<file path="src/inc/breath_pkg.sv">
// Constants, register map and state types of the breathing pattern controller.
// Assumes a byte-wide register port fed by the chip's serial host interface.
//
// Contract
// RL1: Engine runs only while the engine enable bit is one.
// RL2: Each three-LED group follows the engine when its member bit is set.
// RL3: Mode select one gives an autonomous breathing waveform without host help.
// RL4: A loop is rise, on, fall, off, each timed by its duration field.
// RL5: Breathing peaks at the upper level and bottoms at the lower level.
// RL6: The loop starts at the period chosen by the loop begin field.
// RL7: Nonzero stop field ends loops after rise; zero ends them after fall.
// RL8: Repeat count is twelve bits over two registers; zero repeats forever.
// RL9: Finished repetitions set the done flag; reading the run register clears it.
// RL10: Restarting, or writing mode select zero, also clears the done flag.
// RL11: Writing one to the run bit starts the autonomous pattern.
// RL12: Host sets levels, groups, timing, enable, mode and ramp, then run.
// RL13: Manual mode outputs upper level when choice bit is one, else lower.
// RL14: With ramp on, level choice changes ramp smoothly to the new level.
// RL15: With ramp off, level choice changes switch the output at once.
// RL16: Twelve member bits select groups; disabled engine feeds groups the lower level.
// RL17: Shared colour off bit picks shared colours or each channel's own colour.
// RL18: Duration codes map through a table; levels step on internal ticks.
// RL19: Registers reset to zero; clearing enable halts pattern and clears done.
package breath_pkg;

  // Register offsets
  localparam logic [7:0] ADDR_PATTERN_CONFIGURATION   = 8'hA0;
  localparam logic [7:0] ADDR_PATTERN_RUN_CONTROL     = 8'hA1;
  localparam logic [7:0] ADDR_RISE_ON_DURATIONS       = 8'hA2;
  localparam logic [7:0] ADDR_FALL_OFF_DURATIONS      = 8'hA3;
  localparam logic [7:0] ADDR_LOOP_POINTS_REPEAT_HIGH = 8'hA4;
  localparam logic [7:0] ADDR_REPEAT_COUNT_LOW        = 8'hA5;
  localparam logic [7:0] ADDR_UPPER_LEVEL             = 8'hA6;
  localparam logic [7:0] ADDR_LOWER_LEVEL             = 8'hA7;
  localparam logic [7:0] ADDR_SHARED_RED_LEVEL        = 8'hA8;
  localparam logic [7:0] ADDR_SHARED_GREEN_LEVEL      = 8'hA9;
  localparam logic [7:0] ADDR_SHARED_BLUE_LEVEL       = 8'hAA;
  localparam logic [7:0] ADDR_GROUP_SELECT_LOW        = 8'hAB;
  localparam logic [7:0] ADDR_GROUP_SELECT_HIGH       = 8'hAC;

  // Field positions
  localparam int ENGINE_ENABLE_BIT     = 0;
  localparam int MODE_SELECT_BIT       = 1;
  localparam int SMOOTH_TRANSITION_BIT = 2;
  localparam int LEVEL_CHOICE_BIT      = 3;
  localparam int RUN_BIT               = 0;
  localparam int RUN_STATUS_BIT        = 1;
  localparam int DONE_FLAG_BIT         = 2;
  localparam int SHARED_COLOR_OFF_BIT  = 4;

  // Writable masks and reset value
  localparam logic [7:0] CONFIG_MASK     = 8'h0F;
  localparam logic [7:0] SELECT_HI_MASK  = 8'h1F;
  localparam logic [7:0] REG_RESET_VALUE = 8'h00;

  // Step tick: levels move one count per tick
  localparam int CLOCK_PERIOD_NS = 50;
  localparam int STEP_TIME_NS    = 1_000_000;
  localparam int STEP_CYCLES     = STEP_TIME_NS / CLOCK_PERIOD_NS;

  // Duration code to step ticks
  localparam logic [15:0] DURATION_TABLE [16] = '{
    16'h0000, 16'h0080, 16'h0100, 16'h0180, 16'h0200, 16'h0300, 16'h0400, 16'h0600,
    16'h0800, 16'h0A00, 16'h0C00, 16'h1000, 16'h1400, 16'h1800, 16'h1C00, 16'h2000};

  typedef enum logic [1:0] {phase_rise, phase_on, phase_fall, phase_off} phase_t;

  typedef struct packed {
    logic [7:0]        pattern_configuration;
    logic [7:0]        rise_on_durations;
    logic [7:0]        fall_off_durations;
    logic [7:0]        loop_points_repeat_high;
    logic [7:0]        repeat_count_low;
    logic [7:0]        upper_level;
    logic [7:0]        lower_level;
    logic [7:0]        shared_red_level;
    logic [7:0]        shared_green_level;
    logic [7:0]        shared_blue_level;
    logic [7:0]        group_select_low;
    logic [7:0]        group_select_high;
    logic              running;
    logic              done_flag;
    phase_t            phase;
    logic [15:0]       phase_cnt;
    logic [14:0]       tick_cnt;
    logic              tick;
    logic [11:0]       loop_cnt;
    logic [7:0]        level;
    logic [7:0]        rd_data;
    logic [35:0]       engine_ctl;
    logic [35:0][7:0]  br_out;
    logic [35:0][7:0]  col_out;
  } state_t;

endpackage : breath_pkg

</file>
<file path="src/hw/breath_engine.sv">
// Breathing pattern controller with its register bank and per-channel source muxes.
// Assumes the serial host slave presents byte reads and writes as one-cycle strobes.
`timescale 1ns/100ps

module breath_engine
  import breath_pkg::*;
#(
  parameter int STEP_TICK_CYCLES = STEP_CYCLES
)(
  input  wire logic              clock,
  input  wire logic              rst,
  input  wire logic [7:0]        reg_addr,
  input  wire logic [7:0]        reg_wdata,
  input  wire logic              reg_write,
  input  wire logic              reg_read,
  output logic      [7:0]        reg_rdata,
  input  wire logic [35:0][7:0]  col_in,
  output logic      [35:0]       led_engine_ctl,
  output logic      [35:0][7:0]  led_br,
  output logic      [35:0][7:0]  led_col,
  output logic      [7:0]        engine_level
);

  state_t s;
  state_t next_s;

  // Decoded fields of the current state
  logic        enable;
  logic        auto_mode;
  logic        ramp_on;
  logic        choice;
  logic [1:0]  loop_begin_field;
  logic [1:0]  loop_stop_point;
  logic [11:0] repeat_count;
  logic [11:0] group_member_bit;
  logic [7:0]  manual_target;
  logic [15:0] phase_len;

  assign enable           = s.pattern_configuration[ENGINE_ENABLE_BIT];
  assign auto_mode        = s.pattern_configuration[MODE_SELECT_BIT];
  assign ramp_on          = s.pattern_configuration[SMOOTH_TRANSITION_BIT];
  assign choice           = s.pattern_configuration[LEVEL_CHOICE_BIT];
  assign loop_begin_field = s.loop_points_repeat_high[5:4];
  assign loop_stop_point  = s.loop_points_repeat_high[7:6];
  assign repeat_count     = {s.loop_points_repeat_high[3:0], s.repeat_count_low};
  assign group_member_bit = {s.group_select_high[3:0], s.group_select_low}; // RL16
  assign manual_target    = choice ? s.upper_level : s.lower_level;

  // Duration of the running period, looked up from its code
  always_comb
  begin
    unique case (s.phase)
      phase_rise: phase_len = DURATION_TABLE[s.rise_on_durations[7:4]];  // RL18
      phase_on:   phase_len = DURATION_TABLE[s.rise_on_durations[3:0]];
      phase_fall: phase_len = DURATION_TABLE[s.fall_off_durations[7:4]];
      phase_off:  phase_len = DURATION_TABLE[s.fall_off_durations[3:0]];
    endcase
  end

  // Next state: bus, engine, then per-channel sources
  always_comb
  begin
    logic     at_stop;
    logic     period_end;
    logic     restart;
    phase_t   start_phase;
    logic [1:0] color_pos;
    next_s      = s;
    at_stop     = 1'b0;
    period_end  = 1'b0;
    start_phase = phase_t'(loop_begin_field);
    color_pos   = 2'b00;
    // A restart on a tick edge would otherwise be undone by the step
    restart     = reg_write && reg_addr == ADDR_PATTERN_RUN_CONTROL && reg_wdata[RUN_BIT];

    // Free-running step divider
    next_s.tick = (s.tick_cnt == 15'(STEP_TICK_CYCLES - 1));
    next_s.tick_cnt = next_s.tick ? 15'h0000 : 15'(s.tick_cnt + 15'h0001);

    // Register reads; reading the run register drops the done flag
    if (reg_read)
    begin
      unique case (reg_addr)
        ADDR_PATTERN_CONFIGURATION:   next_s.rd_data = s.pattern_configuration;
        ADDR_PATTERN_RUN_CONTROL:
        begin
          next_s.rd_data = {5'h00, s.done_flag, s.running, s.running};
          next_s.done_flag = 1'b0;  // RL9
        end
        ADDR_RISE_ON_DURATIONS:       next_s.rd_data = s.rise_on_durations;
        ADDR_FALL_OFF_DURATIONS:      next_s.rd_data = s.fall_off_durations;
        ADDR_LOOP_POINTS_REPEAT_HIGH: next_s.rd_data = s.loop_points_repeat_high;
        ADDR_REPEAT_COUNT_LOW:        next_s.rd_data = s.repeat_count_low;
        ADDR_UPPER_LEVEL:             next_s.rd_data = s.upper_level;
        ADDR_LOWER_LEVEL:             next_s.rd_data = s.lower_level;
        ADDR_SHARED_RED_LEVEL:        next_s.rd_data = s.shared_red_level;
        ADDR_SHARED_GREEN_LEVEL:      next_s.rd_data = s.shared_green_level;
        ADDR_SHARED_BLUE_LEVEL:       next_s.rd_data = s.shared_blue_level;
        ADDR_GROUP_SELECT_LOW:        next_s.rd_data = s.group_select_low;
        ADDR_GROUP_SELECT_HIGH:       next_s.rd_data = s.group_select_high;
        default:                      next_s.rd_data = 8'h00;
      endcase
    end

    // Register writes
    if (reg_write)
    begin
      unique case (reg_addr)
        ADDR_PATTERN_CONFIGURATION:
        begin
          next_s.pattern_configuration = reg_wdata & CONFIG_MASK;
          if (!reg_wdata[MODE_SELECT_BIT])
            next_s.done_flag = 1'b0;  // RL10
        end
        ADDR_PATTERN_RUN_CONTROL:
        begin
          if (reg_wdata[RUN_BIT])
          begin
            // Restart from the chosen period
            next_s.running   = 1'b1;  // RL11
            next_s.done_flag = 1'b0;  // RL10
            next_s.phase     = start_phase;  // RL6
            next_s.phase_cnt = 16'h0000;
            next_s.loop_cnt  = 12'h000;
            next_s.level     = (start_phase == phase_on || start_phase == phase_fall)
                               ? s.upper_level : s.lower_level;
          end
        end
        ADDR_RISE_ON_DURATIONS:       next_s.rise_on_durations = reg_wdata;
        ADDR_FALL_OFF_DURATIONS:      next_s.fall_off_durations = reg_wdata;
        ADDR_LOOP_POINTS_REPEAT_HIGH: next_s.loop_points_repeat_high = reg_wdata;
        ADDR_REPEAT_COUNT_LOW:        next_s.repeat_count_low = reg_wdata;
        ADDR_UPPER_LEVEL:             next_s.upper_level = reg_wdata;
        ADDR_LOWER_LEVEL:             next_s.lower_level = reg_wdata;
        ADDR_SHARED_RED_LEVEL:        next_s.shared_red_level = reg_wdata;
        ADDR_SHARED_GREEN_LEVEL:      next_s.shared_green_level = reg_wdata;
        ADDR_SHARED_BLUE_LEVEL:       next_s.shared_blue_level = reg_wdata;
        ADDR_GROUP_SELECT_LOW:        next_s.group_select_low = reg_wdata;
        ADDR_GROUP_SELECT_HIGH:       next_s.group_select_high = reg_wdata & SELECT_HI_MASK;
        default:                      ;
      endcase
    end

    // Engine; completion is applied after the read and mode-write clears so that it wins
    if (!enable)
    begin
      next_s.running   = 1'b0;  // RL19
      next_s.done_flag = 1'b0;  // RL19
      next_s.level     = s.lower_level;  // RL1
    end
    else if (auto_mode)
    begin
      if (s.running && s.tick && !restart)  // RL11
      begin
        period_end = (s.phase_cnt + 16'h0001 >= phase_len);  // RL4
        next_s.phase_cnt = s.phase_cnt + 16'h0001;
        // One count per tick toward the period's target
        if (s.phase == phase_rise && s.level < s.upper_level)
          next_s.level = s.level + 8'h01;  // RL18
        if (s.phase == phase_fall && s.level > s.lower_level)
          next_s.level = s.level - 8'h01;  // RL18
        if (period_end)
        begin
          // Snap to the period's end level
          if (s.phase == phase_rise || s.phase == phase_on)
            next_s.level = s.upper_level;  // RL5
          else
            next_s.level = s.lower_level;  // RL5
          at_stop = (loop_stop_point != 2'b00) ? (s.phase == phase_rise)
                                               : (s.phase == phase_fall);  // RL7
          next_s.phase     = phase_t'(2'(s.phase + 2'b01));  // RL3
          next_s.phase_cnt = 16'h0000;
          if (at_stop)
          begin
            next_s.loop_cnt = s.loop_cnt + 12'h001;  // RL7
            if (repeat_count != 12'h000 && s.loop_cnt + 12'h001 == repeat_count)
            begin
              next_s.running   = 1'b0;  // RL8
              next_s.done_flag = 1'b1;  // RL9
            end
          end
        end
      end
    end
    else if (ramp_on)
    begin
      // Manual ramp walks toward the chosen level
      if (s.tick && s.level < manual_target)
        next_s.level = s.level + 8'h01;  // RL14
      else if (s.tick && s.level > manual_target)
        next_s.level = s.level - 8'h01;  // RL14
    end
    else
    begin
      next_s.level = manual_target;  // RL13 RL15
    end

    // Per-channel brightness and colour sources
    for (int i = 0; i < 36; i++)
    begin
      color_pos = 2'(i % 3);
      next_s.engine_ctl[i] = group_member_bit[i / 3];  // RL2
      if (group_member_bit[i / 3])
      begin
        next_s.br_out[i] = enable ? s.level : s.lower_level;  // RL16
        if (s.group_select_high[SHARED_COLOR_OFF_BIT])
          next_s.col_out[i] = col_in[i];  // RL17
        else if (color_pos == 2'd0)
          next_s.col_out[i] = s.shared_red_level;  // RL17
        else if (color_pos == 2'd1)
          next_s.col_out[i] = s.shared_green_level;
        else
          next_s.col_out[i] = s.shared_blue_level;
      end
      else
      begin
        next_s.br_out[i]  = 8'h00;
        next_s.col_out[i] = col_in[i];
      end
    end
  end

  // State register; everything clears on reset
  always_ff @(posedge clock or posedge rst)
  begin
    if (rst)
      s <= '0;  // RL19
    else
      s <= next_s;
  end

  assign reg_rdata      = s.rd_data;
  assign led_engine_ctl = s.engine_ctl;
  assign led_br         = s.br_out;
  assign led_col        = s.col_out;
  assign engine_level   = s.level;
endmodule : breath_engine

</file>
<file path="config.mk">
export PLATFORM = sky130hd
export DESIGN_NAME = breath_engine
export DESIGN_NICKNAME = d
export VERILOG_FILES = /design/src/inc/breath_pkg.sv /design/src/hw/breath_engine.sv
export SDC_FILE = /design/constraint.sdc
export NUM_CORES = 1
export LEC_CHECK = 0
export BUFFER_PORTS_ARGS = -buffer_cell sky130_fd_sc_hd__buf_2
export CAP_MARGIN = 40
export CORE_AREA = 2 2 369 371
export CTS_BUF_LIST = sky130_fd_sc_hd__clkbuf_8
export DETAILED_ROUTE_END_ITERATION = 8
export DIE_AREA = 0 0 371 373
export HOLD_SLACK_MARGIN = 0.08
export PLACE_DENSITY = 0.52
export SETUP_SLACK_MARGIN = 0.5
export SYNTH_ARGS = -nofsm -noshare
export SYNTH_HDL_FRONTEND = slang
export SYNTH_SLANG_ARGS = --single-unit
</file>
<file path="constraint.sdc">
create_clock -name clock -period 37.9 [get_ports clock]
set_input_delay 5.685 -clock clock [delete_from_list [all_inputs] [get_ports clock]]
set_output_delay 5.685 -clock clock [all_outputs]
set_load 0.005 [all_outputs]
</file>
# After elaboration in Yosys (flattened, before gate mapping)
# Memory sizes are Yosys's and may differ from the RTL's.
# Index checks and enable logic that the tools add are counted.
# word_totals
regBits,571
mem_bits_ro,1024
input_bits,308
out_inout_bits,628
word_cells,270
n_memories,4
# classes
n_addsub,6
n_lt_le_gt_ge,9
eq_ne,20
mux,130
bitwise,4
n_reduce_logical,27
# mem_list
memory,words,width,rd,rd_clocked_by_memory_dff,write_ports,line,rtl
(name not given),16,16,1,0,0,breath_engine.sv:56,phase_off: phase_len = DURATION_TABLE[s.fall_off_durations[3:0]];
(name not given),16,16,1,0,0,breath_engine.sv:55,phase_fall: phase_len = DURATION_TABLE[s.fall_off_durations[7:4]];
(name not given),16,16,1,0,0,breath_engine.sv:54,phase_on: phase_len = DURATION_TABLE[s.rise_on_durations[3:0]];
(name not given),16,16,1,0,0,breath_engine.sv:53,phase_rise: phase_len = DURATION_TABLE[s.rise_on_durations[7:4]];
# ops
op,count
8-bit 2-to-1 mux,95
20-bit 2-to-1 mux,10
16-bit 2-to-1 mux,8
"8-bit == test, second input constant",13
8-bit case mux with 13 select lines,1
16-bit case mux with 4 select lines,1
12-bit 2-to-1 mux,3
18-bit 2-to-1 mux,2
2-bit AND reduction,12
"5-bit >= comparator, second input constant",4
4-bit NOT with 5-bit output,4
"16-bit by 1-bit adder with 16-bit output, second input constant",1
16-bit >= comparator,1
8-bit greater-than comparator,2
8-bit less-than comparator,2
"15-bit by 1-bit adder with 15-bit output, second input constant",1
"15-bit == test, second input constant",1
15-bit 2-to-1 mux,1
"12-bit by 1-bit adder with 12-bit output, second input constant",1
12-bit == test,1
12-bit nonzero test,1
1-bit logical AND,9
"8-bit by 1-bit adder with 8-bit output, second input constant",1
"8-bit by 1-bit subtractor with 8-bit output, second input constant",1
other kinds (10),20

# Depth between registers and ports, before layout
# depth
ltp_word,12
depth_mapped,16
ltp_nobuf,15

# Worst setup path before layout
# OpenSTA, ideal clock, no wires.
# synth_path
path_kind,in2reg
start,input port reg_addr[0]
end,"register s, in the netlist engine_level[2]"
arrival_time_ps,7426
setup_slack_ps,30341
stages,9
cell_sequence,clkbuf_1 -> nand4b_1 -> nor4_4 -> buf_2 -> mux2i_1 -> mux2i_1 -> mux2_2 -> nand2_1 -> o211ai_1
# synth_lines
item,line,rtl
"start, declared",breath_engine.sv:12,"input wire logic [7:0] reg_addr,"
"end signal, assigned",breath_engine.sv:229,s <= next_s;
"end, declared",breath_engine.sv:24,state_t s;

==> impl_results.md <==
* Outcome: complete, no violations
* Max capacitance violation total at 0
* Floorplan die area at 0.138 mm²
* Clock tree buffer depth at 3
* Length of the first detailed-routing pass in iterations at 7
* Number of slew-limit violations in the final report at 0
* Maximum fanout encountered on the critical timing path at 16
* FF+latch count, synth at 549
* Detail-routed net length per standard cell at 24.3 µm
* Post-Synth XOR/XNOR Area at 1.59%
* Number of input and output port buffers inserted at 935
* Switching share of power at between 20% and 30%
* Resize count post-CTS at 0
* FILL cells at 14,300
* Clock latency at the later pin of the worst-skew pair at 0.83 ns
* Max frequency at between 100 and 150 MHz
* Area of the mapped netlist at 0.0292 mm²
* Most used cells in the layout excluding fill and tap cells: 938 x buf_2, 549 x dfrtp_1, 374 x mux2_2
* Internal power consumption at 1050 µW
* Root Driver: clkbuf_8
* Transition time at the pin with the least slew margin at 1.01 ns
* Core Region at 0.135 mm²
* Design Area, Final at 0.0342 mm²
* Main combinational cell family by area after synthesis: buffers and inverters
* Mean post-synth cell area at 11.4 µm²
* DRC violation total after the first TritonRoute iteration at 1,463
* Net Sw Power at 423 µW
* Sum Neg Setup Slack at 0 ns
* Gate count after technology mapping at roughly 2,600
* Drt via density at 4.20
* Final cycle utilization of the critical path at 20.7%
* Total track usage at 16.3%
* Worst hold slack at 0.471 ns
* Reported leakage power at 0.0170 µW
* Final count of hold timing violations at 0
* Worst clock skew at just under 0.08 ns
* Finished Core Util at 25.4%
* Global-route wire length before repair at 158 mm
* Total wirelength of the detailed-routed design at 116 mm
* Post-layout min period at 7.84 ns
* Kind of end point of the critical path: flip-flop
* Sink Count at 549
* Post-DP Area at 0.0320 mm²
* Total power density per cell area at 43.1 mW/mm²
* Number of placed I/O pins at 936
* Maximum vdd ir drop at between 0.00002 and 0.000025 V
* Num rows at 135
* Sequential fraction of the synthesis area at 47.0%
* Area added between synthesis and finish at 17.3%
* Synth Area in Compound Gates at around 4.6%
* Ys flop type: dfrtp_1
* Antenna violations before repair at 34
* Power share of the sequential group at 43.5%
* Number of nets with antenna violations after detailed routing at 0
* Die Wd at 371 µm
* Required @ worst endpoint at just under 40 ns
* Part of the total power dissipated in combinational logic at 13.7%
* DRC viols at 0
* Vias at 20,100
* Via count of the first global-routing pass at 19,900
* Total number of H-tree levels at 3
* Startpoint class of the critical path: primary input
* Hold bufs inserted after CTS at 0
* Post-Synth Simple-Gate Area at approximately 8%
* Post-Synthesis Net Count at 2,927
* Yosys warnings at 0
* Setup repair after global routing missed its margin: no
* Clock slew at reported path FFs at 0.06 ns
* Net total in the final layout at 3,266
* Clock buffer count from CTS at 102
* Fraction of layout cells with a size suffix above 1 at 53.0%
* Fraction of registers with async set/reset at 100%
* Total setup buffers inserted after CTS at 0
* Most common library cell in the layout ignoring fill and taps: buf_2
* Setup Viol. Count Final at 0
* Sum of net half-perimeters after detailed placement at around 90 mm
* Clock network power share at 42.8%
* DIE HEIGHT at 373 µm
* Yosys cell types at 73
* Global route overflow at 0
* Share of synthesized cell area in full adder, half adder and majority cells at 2.49%
* Initial cell density of the core at between 20 and 25%
* Final weighted congestion in routability-driven placement at 0.900
* Largest net degree at the start of global routing at roughly 140
* Critical setup path kind: in -> reg
* Class of the tightest hold or removal check: reg -> reg
* TritonCTS clock tree: built
* EDFF count, synth at 0
* Share of synthesized area spent on multiplexers at 17.7%
* Headroom to the max-slew limit at 32.9%
* CP arrival at 8.55 ns
==> kinds of logic (layout without fill, tap and decap cells) <==
| family | Yosys count | after routing |
|---|---|---|
| buffers and inverters | 815 | 1238 |
| and+or+nand+nor | 436 | 436 |
| AOI/OAI and AO/OA | 201 | 201 |
| xor gates and xnor gates | 52 | 52 |
| adders and majority gates | 58 | 58 |
| other | 0 | 10 |
| muxes | 450 | 450 |
| DFF | 549 | 549 |
==> worst max-delay path, stage by stage <==
cell	delay [ns]
buf_2	0.11
nand4bb_1	0.63
nor4_4	0.40
buf_4	0.32
or3_1	0.41
nor2_1	0.13
o21ai_0	0.26
buf_2	0.30
nor3_1	0.07
a211o_1	0.23
==> synthesized netlist by cell type, types with 18 or more instances <==
cell / n / area [µm²]
buf_4: 628 / 4710
dfrtp_1: 549 / 13700
mux2_2: 374 / 4210
clkbuf_1: 125 / 469
nor2b_1: 103 / 644
nand2_1: 91 / 342
nor2_1: 65 / 244
mux2i_1: 60 / 601
ha_1: 58 / 726
o21ai_0: 57 / 285
nand3_1: 50 / 250
inv_1: 48 / 180
xnor2_1: 36 / 315
a21oi_1: 35 / 175
nor3_1: 25 / 125
nand2b_1: 24 / 150
nand4_1: 18 / 113
==> flip-flops by register name, summed over array words and instances (netlist names) <==
register	count
led_col	288
s	105
led_br	96
group_member_bit	12
led_engine_ctl	12
repeat_count	12
engine_level	8
reg_rdata	8
loop_begin_field	2
loop_stop_point	2
auto_mode	1
choice	1
enable	1
ramp_on	1
==> layer usage <==
metal / wire, µm / up-vias / global-route usage (%)
met2: 55700 / 959 / 26.8
met4: 3490 / 12 / 5.05
met1: 48400 / 10200 / 20.7
met5: 70 / - / 0
met3: 8420 / 160 / 4.14
li1: - / 8779 / -
==> area by class of cell <==
type	count	area [µm²]	area share (%)
diodes	10	25.0	0.0731
clock buffers	129	1780	5.19
multi-input cells	1197	10100	29.4
clock inverters	59	462	1.35
inverters	48	188	0.548
repair buffers	1002	5750	16.8
flip-flops and latches	549	13700	40.1
well taps	1781	2230	6.51
==> worst paths after layout <==
path / start / end / slack, ns / cells past startpoint
max: reg_addr[6] / s[632] / 30.06 / 10
min: s[645] / s[645] / 0.47 / 1
max reg2reg: s[673] / s[674] / 33.31 / 13
min reg2reg: s[645] / s[645] / 0.47 / 1
max in group asynchronous: rst / led_col[63] / 30.33 / 7
min in group asynchronous: rst / engine_level[2] / 4.98 / 2
==> power by group through the flow <==
stage          registers, µW  logic [µW]  clock network (µW)
6_report                 643         202                 632
5_1_grt                  646         219                 680
3_5_place_dp             653         203                   0
4_1_cts                  643         204                 655
2_1_floorplan            636         144                   0
3_3_place_gp             659         185                   0
==> per-stage QoR <==
| stage | power (µW) | setup slack (ns) | instances |
|---|---|---|---|
| final | 1480 | 30.06 | 4775 |
| after global placement | 845 | 28.95 | 4536 |
| after CTS | 1500 | 30.19 | 4765 |
| after global routing | 1540 | 29.86 | 4770 |
| after detailed placement | 856 | 29.22 | 4577 |
| after floorplan | 780 | 16.87 | 2561 |
Note: power is estimated with default switching activity, not from simulation.
